`src/rtl/ucd_pkg.sv`:
```
package ucd_pkg;
   // ----------------------------------------------------------------
   // software port map
   // ----------------------------------------------------------------
   localparam logic [15:0] BUFCTL_ADDR = 16'hFF8B;
   localparam logic [7:0] BUFCTL_RST = 8'h00;
   localparam logic [7:0] BUFCTL_MASK = 8'h03;
   localparam int BC_EN_BIT = 1;
   localparam int BC_GUARD_DIS_BIT = 0;
   localparam logic [15:0] STORE_BASE = 16'hF9E3;
   localparam int STORE_BYTES = 256;
   localparam logic [15:0] EP0CTL_ADDR = 16'hFFA0;
   localparam int NAK_BIT = 0;
   localparam logic [15:0] INT_STAT_ADDR = 16'hFFA1;
   localparam logic [15:0] INT_MASK_ADDR = 16'hFFA2;
   localparam logic [15:0] TLEN_LO_ADDR = 16'hFFA3;
   localparam logic [15:0] TLEN_HI_ADDR = 16'hFFA4;
   localparam logic [15:0] MAXPWR_ADDR = 16'hFFA5;
   localparam logic [15:0] EP1ADDR_ADDR = 16'hFFA6;
   localparam logic [15:0] EP1MPS_LO_ADDR = 16'hFFA7;
   localparam logic [15:0] EP1MPS_HI_ADDR = 16'hFFA8;
   localparam logic [15:0] EP1IVL_ADDR = 16'hFFA9;
   // ----------------------------------------------------------------
   // event bits, status and mask share this layout
   // ----------------------------------------------------------------
   localparam int EV_W = 4;
   localparam int EV_VBUS = 0;
   localparam int EV_RESET = 1;
   localparam int EV_SUSP = 2;
   localparam int EV_RESUME = 3;
   // ----------------------------------------------------------------
   // descriptor image layout
   // ----------------------------------------------------------------
   localparam logic [3:0] CFG_LEN = 4'h9;
   localparam logic [3:0] IF_LEN = 4'h9;
   localparam logic [3:0] EP_LEN = 4'h7;
   localparam logic [3:0] CFG_TLEN_LO = 4'h2;
   localparam logic [3:0] CFG_TLEN_HI = 4'h3;
   localparam logic [3:0] CFG_NUMIF = 4'h4;
   localparam logic [3:0] CFG_VALUE = 4'h5;
   localparam logic [3:0] CFG_ATTR = 4'h7;
   localparam logic [3:0] CFG_MAXPWR = 4'h8;
   localparam logic [3:0] IF_NUM = 4'h2;
   localparam logic [3:0] IF_NEP = 4'h4;
   localparam logic [3:0] IF_CLASS = 4'h5;
   localparam logic [3:0] EP_ADDR = 4'h2;
   localparam logic [3:0] EP_ATTR = 4'h3;
   localparam logic [3:0] EP_MPS_LO = 4'h4;
   localparam logic [3:0] EP_MPS_HI = 4'h5;
   localparam logic [3:0] EP_INTERVAL = 4'h6;
   // first endpoint image when one interface leads the store
   localparam logic [7:0] EP1_BASE = 8'h12;
   // ----------------------------------------------------------------
   // host fetch timing
   // ----------------------------------------------------------------
   localparam int CLK_MHZ = 40;
   localparam int HOST_WAIT_NS = 400;
   localparam int HOST_WAIT_CYC = HOST_WAIT_NS * CLK_MHZ / 1000;
endpackage

```
`src/rtl/ucd_link_if.sv`:
```
`timescale 1ns/1ps
interface ucd_link_if;
   logic vbus;
   logic line_reset;
   logic line_suspend;
   logic line_resume;
   logic desc_req;
   logic [7:0] desc_addr;
   logic desc_ack;
   logic [7:0] desc_data;
   modport dev (
      input vbus,
      input line_reset,
      input line_suspend,
      input line_resume,
      input desc_req,
      input desc_addr,
      output desc_ack,
      output desc_data
   );
   modport host (
      output vbus,
      output line_reset,
      output line_suspend,
      output line_resume,
      output desc_req,
      output desc_addr,
      input desc_ack,
      input desc_data
   );
endinterface

```
`src/rtl/ucd_host.sv`:
```
// Local design decision: strobed register access.
`timescale 1ns/1ps
module ucd_host
   import ucd_pkg::*;
(
   input wire logic clk,
   input wire logic arst_n,
   ucd_link_if.host link,
   input wire logic attach,
   input wire logic line_reset_in,
   input wire logic line_suspend_in,
   input wire logic line_resume_in,
   input wire logic fetch,
   output logic busy,
   output logic done,
   output logic fetch_err,
   output logic [15:0] cfg_total_len,
   output logic [7:0] cfg_num_if,
   output logic [7:0] cfg_value,
   output logic [7:0] cfg_attr,
   output logic [7:0] cfg_max_power,
   output logic [7:0] if_count,
   output logic [7:0] if_class,
   output logic [7:0] ep_count,
   output logic [7:0] ep_addr,
   output logic [7:0] ep_attr,
   output logic [15:0] ep_mps,
   output logic [7:0] ep_interval
);

   // ----------------------------------------------------------------
   // state
   // ----------------------------------------------------------------
   typedef enum logic [1:0] {H_IDLE = 2'b00, H_WAIT = 2'b01, H_DONE = 2'b11} ucd_host_e;
   typedef enum logic [1:0] {K_CFG = 2'b00, K_IF = 2'b01, K_EP = 2'b11} ucd_kind_e;

   typedef struct packed {
      ucd_host_e st;
      ucd_kind_e kind;
      logic [8:0] idx;
      logic [8:0] limit;
      logic [3:0] off;
      logic [7:0] ep_left;
      logic [7:0] tmr;
      logic err;
      logic req;
      logic [7:0] addr;
      logic [3:0] lines;
      logic [15:0] tlen;
      logic [7:0] num_if;
      logic [7:0] value;
      logic [7:0] attr;
      logic [7:0] maxpwr;
      logic [7:0] ifs;
      logic [7:0] ifcls;
      logic [7:0] eps;
      logic [7:0] epa;
      logic [7:0] ept;
      logic [15:0] mps;
      logic [7:0] ivl;
   } ucd_host_s;

   ucd_host_s r;
   ucd_host_s n;
   logic [7:0] b;
   logic [8:0] nidx;

   function automatic logic [3:0] img_len(input ucd_kind_e k);
      case (k)
         K_CFG: img_len = CFG_LEN;
         K_IF: img_len = IF_LEN;
         default: img_len = EP_LEN;
      endcase
   endfunction

   // ----------------------------------------------------------------
   // next state
   // ----------------------------------------------------------------
   always_comb
   begin
      n = r;
      b = link.desc_data;
      nidx = r.idx + 9'h001;
      n.req = 1'b0;
      // lines pass even with no cable, as floating noise would
      n.lines = {attach, line_resume_in, line_suspend_in, line_reset_in};
      case (r.st)
         H_IDLE, H_DONE:
         begin
            if (fetch && attach)
            begin
               n = r;
               n.req = 1'b1;
               n.lines = {attach, line_resume_in, line_suspend_in, line_reset_in};
               n.st = H_WAIT;
               n.kind = K_CFG;
               n.idx = 9'h000;
               n.addr = 8'h00;
               n.limit = {5'h00, CFG_LEN};
               n.off = 4'h0;
               n.tmr = 8'h00;
               n.err = 1'b0;
               n.ifs = 8'h00;
               n.eps = 8'h00;
            end
         end
         H_WAIT:
         begin
            n.tmr = r.tmr + 8'h01;
            if (!attach || r.tmr == 8'(HOST_WAIT_CYC))
            begin
               n.err = 1'b1;
               n.st = H_DONE;
            end
            else if (link.desc_ack)
            begin
               n.tmr = 8'h00;
               case (r.kind)
                  K_CFG:
                  begin
                     case (r.off)
                        CFG_TLEN_LO: n.tlen[7:0] = b;
                        CFG_TLEN_HI:
                        begin
                           n.tlen[15:8] = b;
                           if ({b, r.tlen[7:0]} > 16'(STORE_BYTES))
                              n.limit = 9'(STORE_BYTES);
                           else
                              n.limit = {b[0], r.tlen[7:0]};
                        end
                        CFG_NUMIF: n.num_if = b;
                        CFG_VALUE: n.value = b;
                        CFG_ATTR: n.attr = b;
                        CFG_MAXPWR: n.maxpwr = b;
                        default: n.num_if = n.num_if;
                     endcase
                  end
                  K_IF:
                  begin
                     case (r.off)
                        IF_NUM: n.ifs = r.ifs + 8'h01;
                        IF_NEP: n.ep_left = b;
                        IF_CLASS: n.ifcls = b;
                        default: n.ifcls = n.ifcls;
                     endcase
                  end
                  default:
                  begin
                     case (r.off)
                        EP_ADDR:
                        begin
                           n.eps = r.eps + 8'h01;
                           n.epa = b;
                        end
                        EP_ATTR: n.ept = b;
                        EP_MPS_LO: n.mps[7:0] = b;
                        EP_MPS_HI: n.mps[15:8] = b;
                        EP_INTERVAL: n.ivl = b;
                        default: n.ivl = n.ivl;
                     endcase
                  end
               endcase
               // walk the consecutive images
               n.off = r.off + 4'h1;
               if (r.off == img_len(r.kind) - 4'h1)
               begin
                  n.off = 4'h0;
                  case (r.kind)
                     K_CFG: n.kind = K_IF;
                     K_IF: n.kind = (r.ep_left != 8'h00) ? K_EP : K_IF;
                     default:
                     begin
                        n.ep_left = r.ep_left - 8'h01;
                        n.kind = (r.ep_left > 8'h01) ? K_EP : K_IF;
                     end
                  endcase
               end
               n.idx = nidx;
               if (nidx >= n.limit)
                  n.st = H_DONE;
               else
               begin
                  n.req = 1'b1;
                  n.addr = nidx[7:0];
               end
            end
         end
         default: n.st = H_IDLE;
      endcase
   end

   always_ff @(posedge clk or negedge arst_n)
   begin
      if (!arst_n)
         r <= '0;
      else
         r <= n;
   end

   // ----------------------------------------------------------------
   // outputs
   // ----------------------------------------------------------------
   assign link.vbus = r.lines[3];
   assign link.line_resume = r.lines[2];
   assign link.line_suspend = r.lines[1];
   assign link.line_reset = r.lines[0];
   assign link.desc_req = r.req;
   assign link.desc_addr = r.addr;
   assign busy = (r.st == H_WAIT);
   assign done = (r.st == H_DONE);
   assign fetch_err = r.err;
   assign cfg_total_len = r.tlen;
   assign cfg_num_if = r.num_if;
   assign cfg_value = r.value;
   assign cfg_attr = r.attr;
   assign cfg_max_power = r.maxpwr;
   assign if_count = r.ifs;
   assign if_class = r.ifcls;
   assign ep_count = r.eps;
   assign ep_addr = r.epa;
   assign ep_attr = r.ept;
   assign ep_mps = r.mps;
   assign ep_interval = r.ivl;

endmodule // ucd_host

```
`src/flat_wrapper.sv`:
```
// flat-port wrapper written by rule: the top's interface ports become plain ports
module ucd_host_flat import ucd_pkg::*;
  (clk, arst_n, attach, line_reset_in, line_suspend_in, line_resume_in, fetch, busy, done, fetch_err, cfg_total_len, cfg_num_if, cfg_value, cfg_attr, cfg_max_power, if_count, if_class, ep_count, ep_addr, ep_attr, ep_mps, ep_interval, link_vbus, link_line_reset, link_line_suspend, link_line_resume, link_desc_req, link_desc_addr, link_desc_ack, link_desc_data);
  ucd_link_if link_i ();
  input wire logic clk;
  input wire logic arst_n;
  input wire logic attach;
  input wire logic line_reset_in;
  input wire logic line_suspend_in;
  input wire logic line_resume_in;
  input wire logic fetch;
  output logic busy;
  output logic done;
  output logic fetch_err;
  output logic [15:0] cfg_total_len;
  output logic [7:0] cfg_num_if;
  output logic [7:0] cfg_value;
  output logic [7:0] cfg_attr;
  output logic [7:0] cfg_max_power;
  output logic [7:0] if_count;
  output logic [7:0] if_class;
  output logic [7:0] ep_count;
  output logic [7:0] ep_addr;
  output logic [7:0] ep_attr;
  output logic [15:0] ep_mps;
  output logic [7:0] ep_interval;
  output wire logic [$bits(link_i.vbus)-1:0] link_vbus;
  output wire logic [$bits(link_i.line_reset)-1:0] link_line_reset;
  output wire logic [$bits(link_i.line_suspend)-1:0] link_line_suspend;
  output wire logic [$bits(link_i.line_resume)-1:0] link_line_resume;
  output wire logic [$bits(link_i.desc_req)-1:0] link_desc_req;
  output wire logic [$bits(link_i.desc_addr)-1:0] link_desc_addr;
  input wire logic [$bits(link_i.desc_ack)-1:0] link_desc_ack;
  input wire logic [$bits(link_i.desc_data)-1:0] link_desc_data;
  assign link_vbus = link_i.vbus;
  assign link_line_reset = link_i.line_reset;
  assign link_line_suspend = link_i.line_suspend;
  assign link_line_resume = link_i.line_resume;
  assign link_desc_req = link_i.desc_req;
  assign link_desc_addr = link_i.desc_addr;
  assign link_i.desc_ack = link_desc_ack;
  assign link_i.desc_data = link_desc_data;
  ucd_host u_core (.clk(clk), .arst_n(arst_n), .link(link_i), .attach(attach), .line_reset_in(line_reset_in), .line_suspend_in(line_suspend_in), .line_resume_in(line_resume_in), .fetch(fetch), .busy(busy), .done(done), .fetch_err(fetch_err), .cfg_total_len(cfg_total_len), .cfg_num_if(cfg_num_if), .cfg_value(cfg_value), .cfg_attr(cfg_attr), .cfg_max_power(cfg_max_power), .if_count(if_count), .if_class(if_class), .ep_count(ep_count), .ep_addr(ep_addr), .ep_attr(ep_attr), .ep_mps(ep_mps), .ep_interval(ep_interval));
endmodule
```
`config.mk`:
```
export PLATFORM = sky130hd
export DESIGN_NAME = ucd_host_flat
export DESIGN_NICKNAME = d
export VERILOG_FILES = /design/src/rtl/ucd_pkg.sv /design/src/rtl/ucd_link_if.sv /design/src/rtl/ucd_host.sv /design/src/flat_wrapper.sv
export SDC_FILE = /design/constraint.sdc
export NUM_CORES = 1
export LEC_CHECK = 0
export ABC_AREA = 1
export BUFFER_PORTS_ARGS = -buffer_cell sky130_fd_sc_hd__buf_2
export CORE_MARGIN = 1
export CORE_UTILIZATION = 58
export CTS_CLUSTER_DIAMETER = 50
export DETAILED_ROUTE_END_ITERATION = 12
export GPL_TIMING_DRIVEN = 0
export HOLD_SLACK_MARGIN = 0.12
export PLACE_DENSITY = 0.92
export REMOVE_ABC_BUFFERS = 1
export SLEW_MARGIN = 30
export SYNTH_ARGS = -nofsm -noshare
export SYNTH_HDL_FRONTEND = slang
export SYNTH_SLANG_ARGS = --single-unit
```
`constraint.sdc`:
```
create_clock -name clk -period 2.92 [get_ports clk]
set_input_delay 0.146 -clock clk [delete_from_list [all_inputs] [get_ports clk]]
set_output_delay 0.146 -clock clk [all_outputs]
set_load 0.02 [all_outputs]
```
Yosys cells after proc, flatten, opt, wreduce, memory -nomap -nowiden:

Cells that the tools add are included.

* register bits after elaboration: 168
* input bits: 16
* output and inout port bits: 128
* logic and storage cells: 136

* $add $sub $neg: 7
* order comparisons: 3
* equality and inequality tests: 23
* muxes and demuxes: 45
* bitwise gates (word level): 3
* reduce and logical (&&, ||, !) cells: 30

Operator list (number)
* 2-to-1 mux 112 bit: 2
* one-hot mux 112 bit (2 select lines): 1
* 2-to-1 mux 168 bit: 1
* one-hot mux 50 bit (2 select lines): 1
* 2-to-1 mux 48 bit: 2
* 2-to-1 mux 8 bit: 11
* AND reduction 6 bit: 14
* 2-to-1 mux 9 bit: 9
* 2-to-1 mux 42 bit: 1
* 2-to-1 mux 40 bit: 1
* 2-to-1 mux 16 bit: 2
* adder 8 x 1 -> 8 bit, second input constant: 3
* 2-to-1 mux 4 bit: 5
* == test 4 x 3 -> 1 bit, second input constant: 4
* greater-than comparator 16 x 9 -> 1 bit, second input constant: 1
* 2-to-1 mux 12 bit: 1
* != test 2 x 1 -> 1 bit, second input constant: 6
* 2-to-1 mux 2 bit: 5
* AND reduction 5 bit: 2
* adder 9 x 1 -> 9 bit, second input constant: 1
* >= comparator 9 bit: 1
* == test 4 x 2 -> 1 bit, second input constant: 2
* == test 8 x 5 -> 1 bit, second input constant: 1
* greater-than comparator 8 x 1 -> 1 bit, second input constant: 1
* 22 further kinds: 33

Logic depth before layout (Yosys ltp):

* depth after elaboration: 12
* depth in mapped cells: 21
* mapped depth without buffers: 20

Least setup slack after synthesis:

Ideal clock, no wire load.

* path type: reg2reg
* from: register u_core.r[143] in the netlist's numbering
* to: register u_core.r, in the netlist u_core.link.desc_addr[0]
* setup time: 65 ps
* arrival: 2426 ps
* data required time: 2855 ps
* slack: 429 ps
* stages on the path, launching flop included: 16
* buffers on the path: 1
* period minus slack after synthesis: 2491 ps
* cells stage by stage: dfrtp_1 ha_1 inv_1 nor2_8 nand2_2 buf_2 o21ai_0 ha_1 a21o_1 nor2_1 nand3_1 nand2_1 inv_1 nor2_2 nand2_1 nand2_1

* longest elaborated chain between the ends: 9

Ends and longest elaborated chain
* from (decl): line ucd_host.sv:63 `ucd_host_s r;`
* from (signal assigned): line ucd_host.sv:197 `r <= n;`
* == test 4 x 2 -> 1 bit: line ucd_host.sv:121 `case (r.off)`
* 2-to-1 mux 9 bit: line ucd_host.sv:121
* 2-to-1 mux 9 bit: line ucd_host.sv:118 `case (r.kind)`
* 2-to-1 mux 9 bit: line ucd_host.sv:115 `else if (link.desc_ack)`
* 2-to-1 mux 9 bit: line ucd_host.sv:110 `if (!attach || r.tmr == 8'(HOST_WAIT_CYC))`
* 2-to-1 mux 9 bit: line ucd_host.sv:87 `case (r.st)`
* >= comparator 9 bit: line ucd_host.sv:179 `if (nidx >= n.limit)`
* != test 2 bit (no line)
* AND reduction 5 bit (no line)

Every way passes these cells. The select of a mux whose other input is x is not followed.
A chain may end at the register's enable or synchronous reset.

Final worst setup path:

* from: register u_core.r[142] in the netlist's numbering
* to: register u_core.r, in the netlist u_core.link.desc_addr[3]

The elaborated chain is that of the path after synthesis.

==> impl_metrics.csv <==
group,metric,value,unit
outcome,outcome,"completed",
placed_design,dp_cells,1366,
grt,grt_pass1_wl,34800,um
placed_design,pre_cts_ws,-0.898,ns
critical_path,crit_type,"register to register",
cts,cts.sinks,168,
floorplan,core,15400,um2
placed_design,dp_hpwl,14800,um
yosys,ys.warnings.count,0,
floorplan,dieArea,16500,um2
power,pwr-share-comb,26.8,%
cells_and_area,final_cell_mix,"nand2_1, dfrtp_1, buf_2, inv_1, o21ai_0",
power,p_switching,2.35,mW
sta,setup_ws,0.163,ns
critical_path,path_buf_inv,3,
grt,grt_overflow,0,
critical_path,crit_fanout,11,
critical_path,worstSetupStartpointType,"register",
yosys,synthesis.area,9270,um2
flow_run,maxCapViolations,0,
critical_path,worstPathRequired,3.23,ns
critical_path,slowest_stage,"dfrtp_1",
sta,max_freq,0.363,GHz
critical_path,critPathArrivalTime,3.07,ns
route,remaining_drc_errors,0,
grt,grt_pass1_vias,7203,
cts,htree_levels,4,
sta,max_slew_margin,57.5,%
floorplan,die_w,128,um
yosys,yosysTopAreaCellShare,45.3,%
floorplan,io_pins,144,
route,first_iter_violations,845,
cts,cts_made_buffers,17,
sta,finalSetupTns,0,ns
yosys,ys_seq_area_share,45.3,%
sta,finalHoldViolations,0,
power,clkPwrFrac,33.2,%
route,via_per_inst,5.40,
critical_path,cpPeakStageDelay,0.40,ns
cells_and_area,stdcell_count,1415,
route,detail-route-antenna-nets,0,
power,power_leakage,5.51,nW
critical_path,reg2reg_slack,0.16,ns
power,power_frac_seq,40.0,%
cells_and_area,final_layout_size_suffix_gt1_share,20.3,%
cells_and_area,area_growth,8.27,%
cts,clk_latency,0.43,ns
cts,cts_buffer_depth,2,
power,ir_drop,0.000371,V
critical_path,cp_common_cell,"nand2_1",
cells_and_area,post-route-util,65.1,%
cells_and_area,fill_cells,1241,
sta,setup_violations,0,
power,swShare,37.1,%
cells_and_area,multi_input_comb_area,3590,um2
floorplan,fp.dieH,128,um
sta,report.final.slew_viol_count,0,
power,p_per_area,631,nW/um2
min_path,hold_class,"input port to register",
critical_path,critical_path.top_delay_family,"simple AND/OR/NAND/NOR gates",
placed_design,place_area,9280,um2
yosys,yosysTopAreaCell,"dfrtp_1",
yosys,syn_inst,1155,
route,first_pass_iters,5,
floorplan,start_util,60.1,%
sta,fin_skew,0.00882,ns
route,wire_per_inst,15.4,um
grt,antenna_found_initial,1,
yosys,ys_ff_latch,168,
cells_and_area,layout.nets,1229,
cts,clk_pin_slew,0.06,ns
sta,worst_pin_slew,0.637,ns
grt,grt_max_degree,75,
floorplan,fp-row-count,45,
cells_and_area,fin_area,10000,um2
placed_design,gp_congestion,0.866,
cells_and_area,final_common_cell,"nand2_1",
sta,min_period,2.76,ns
critical_path,crit_chain,"ha_2 > inv_1 > nor2_8 > nand2_8 > inv_4 > nand2_1 > o21ai_2 > inv_1 > ha_1 > nand2_1 > nor2_1 > nand3_1 > nand4_1 > nor2_1 > nand2_1 > nand2_1",
sta,fin_hold_ws,0.146,ns
placed_design,portBuffers,143,
sta,timing.final.crit_share,94.4,%
route,via_count,7642,
critical_path,endpoint_kind,"register",
power,finalPower,6.34,mW
yosys,avgSynthCellArea,8.03,um2
cts,ctsRootBufferMaster,"clkbuf_16",
yosys,yosysUniqueCellTypes,38,
cts,cts_tree,"yes",
route,wl,21700,um
cells_and_area,register_area,4210,um2
power,intPower,3.98,mW
yosys,synth.area.top_cells,"dfrtp_1, nand2_1, buf_4",
grt,grt_usage,27.2,%
area by class of cell:
| class | count | share of cell area [%] |
|---|---|---|
| Multi-Input combinational cell | 708 | 35.7 |
| Timing Repair Buffer | 160 | 9.12 |
| Tap cell | 211 | 2.63 |
| Clock inverter | 13 | 0.959 |
| Sequential cell | 168 | 41.9 |
| Clock buffer | 19 | 4.51 |
| Inverter | 135 | 5.13 |
| Antenna cell | 1 | 0.0249 |
power by group through the flow:
stage          logic (mW)  clock network [mW]  registers, mW
6_report             1.70                2.10           2.54
5_1_grt              1.85                2.22           2.54
4_1_cts              1.62                2.11           2.53
3_5_place_dp         1.55                   0           2.57
3_3_place_gp         1.48                   0           2.57
2_1_floorplan       0.973                   0           2.62
Yosys cell counts, drive strengths merged:
master,n
nand2,359
dfrtp,168
buf,139
inv,134
o21ai,124
nor2,72
nand3,60
ha,23
xor2,22
nand4,12
a21oi,11
o211ai,10
clkbuf,6
nor3,4
o22ai,2
a21o,1
a31oi,1
and3,1
clkinv,1
nor2b,1
nor3b,1
nor4,1
or2,1
xnor2,1
registers in the layout, indices dropped and copies added (netlist names):
| register | flops |
|---|---|
| u_core.cfg_attr | 8 |
| u_core.ep_count | 8 |
| u_core.cfg_max_power | 8 |
| u_core.ep_mps | 16 |
| u_core.link.desc_req | 1 |
| u_core.ep_interval | 8 |
| u_core.fetch_err | 1 |
| u_core.r | 42 |
| u_core.link.line_reset | 1 |
| u_core.ep_attr | 8 |
| u_core.link.line_resume | 1 |
| u_core.cfg_total_len | 16 |
| u_core.cfg_num_if | 8 |
| u_core.link.line_suspend | 1 |
| u_core.link.vbus | 1 |
| u_core.cfg_value | 8 |
| u_core.if_class | 8 |
| u_core.ep_addr | 8 |
| u_core.if_count | 8 |
| u_core.link.desc_addr | 8 |
worst min-delay path: cells and delay by family:
family | cells | cell delay [ns]
buf+inv | 1 | 0.11
compound gates | 1 | 0.08
simple gates | 3 | 0.19
metal layers:
metal / wire (um) / share of wire (%) / GRT usage [%] / vias to the layer above
met2: 10500 / 48 / 43.9 / 382
li1: - / - / - / 3576
met3: 1570 / 7.2 / 5.24 / 59
met4: 799 / 3.7 / 15.4 / 0
met1: 8850 / 41 / 34.6 / 3625
met5: 0 / 0 / 0 / -
logic make-up (layout without fill, tap and decap cells):
| family | count (synthesis) | in the layout | share of synthesized area [%] |
|---|---|---|---|
| and+or+nand+nor | 512 | 513 | 24.1 |
| AOI/OAI and AO/OA | 149 | 149 | 8.62 |
| DFF | 168 | 168 | 45.3 |
| buffers and inverters | 280 | 327 | 16.7 |
| xor gates and xnor gates | 23 | 23 | 2.17 |
| other | 0 | 1 | 0 |
| adders and majority gates | 23 | 23 | 3.10 |
path summary, 6_finish.rpt:
path,start,to,cells past startpoint
min,link_desc_data[3],u_core.r[137]$_DFFE_PN0P_,5
min in group asynchronous,arst_n,u_core.if_count[4]$_DFFE_PN0P_,2
max reg2reg,u_core.r[142]$_DFFE_PN0P_,u_core.link.desc_addr[3]$_DFFE_PN0P_,16
min reg2reg,u_core.ep_attr[4]$_DFFE_PN0P_,u_core.ep_attr[4]$_DFFE_PN0P_,2
max in group asynchronous,arst_n,u_core.ep_addr[3]$_DFFE_PN0P_,3
max,u_core.r[142]$_DFFE_PN0P_,u_core.link.desc_addr[3]$_DFFE_PN0P_,16
repair_timing:
item | CTS | global route
gates resized for setup | 9 | 15
buffers inserted | 2 | 4
endpoints found under the setup margin | 71 | 31
hold buffers | 9 | 0
pin swaps | 1 | 5
cloned | 0 | 1
endpoints found under the hold margin | 176 | 0
No activity file was read; power rests on OpenSTA's default activity.
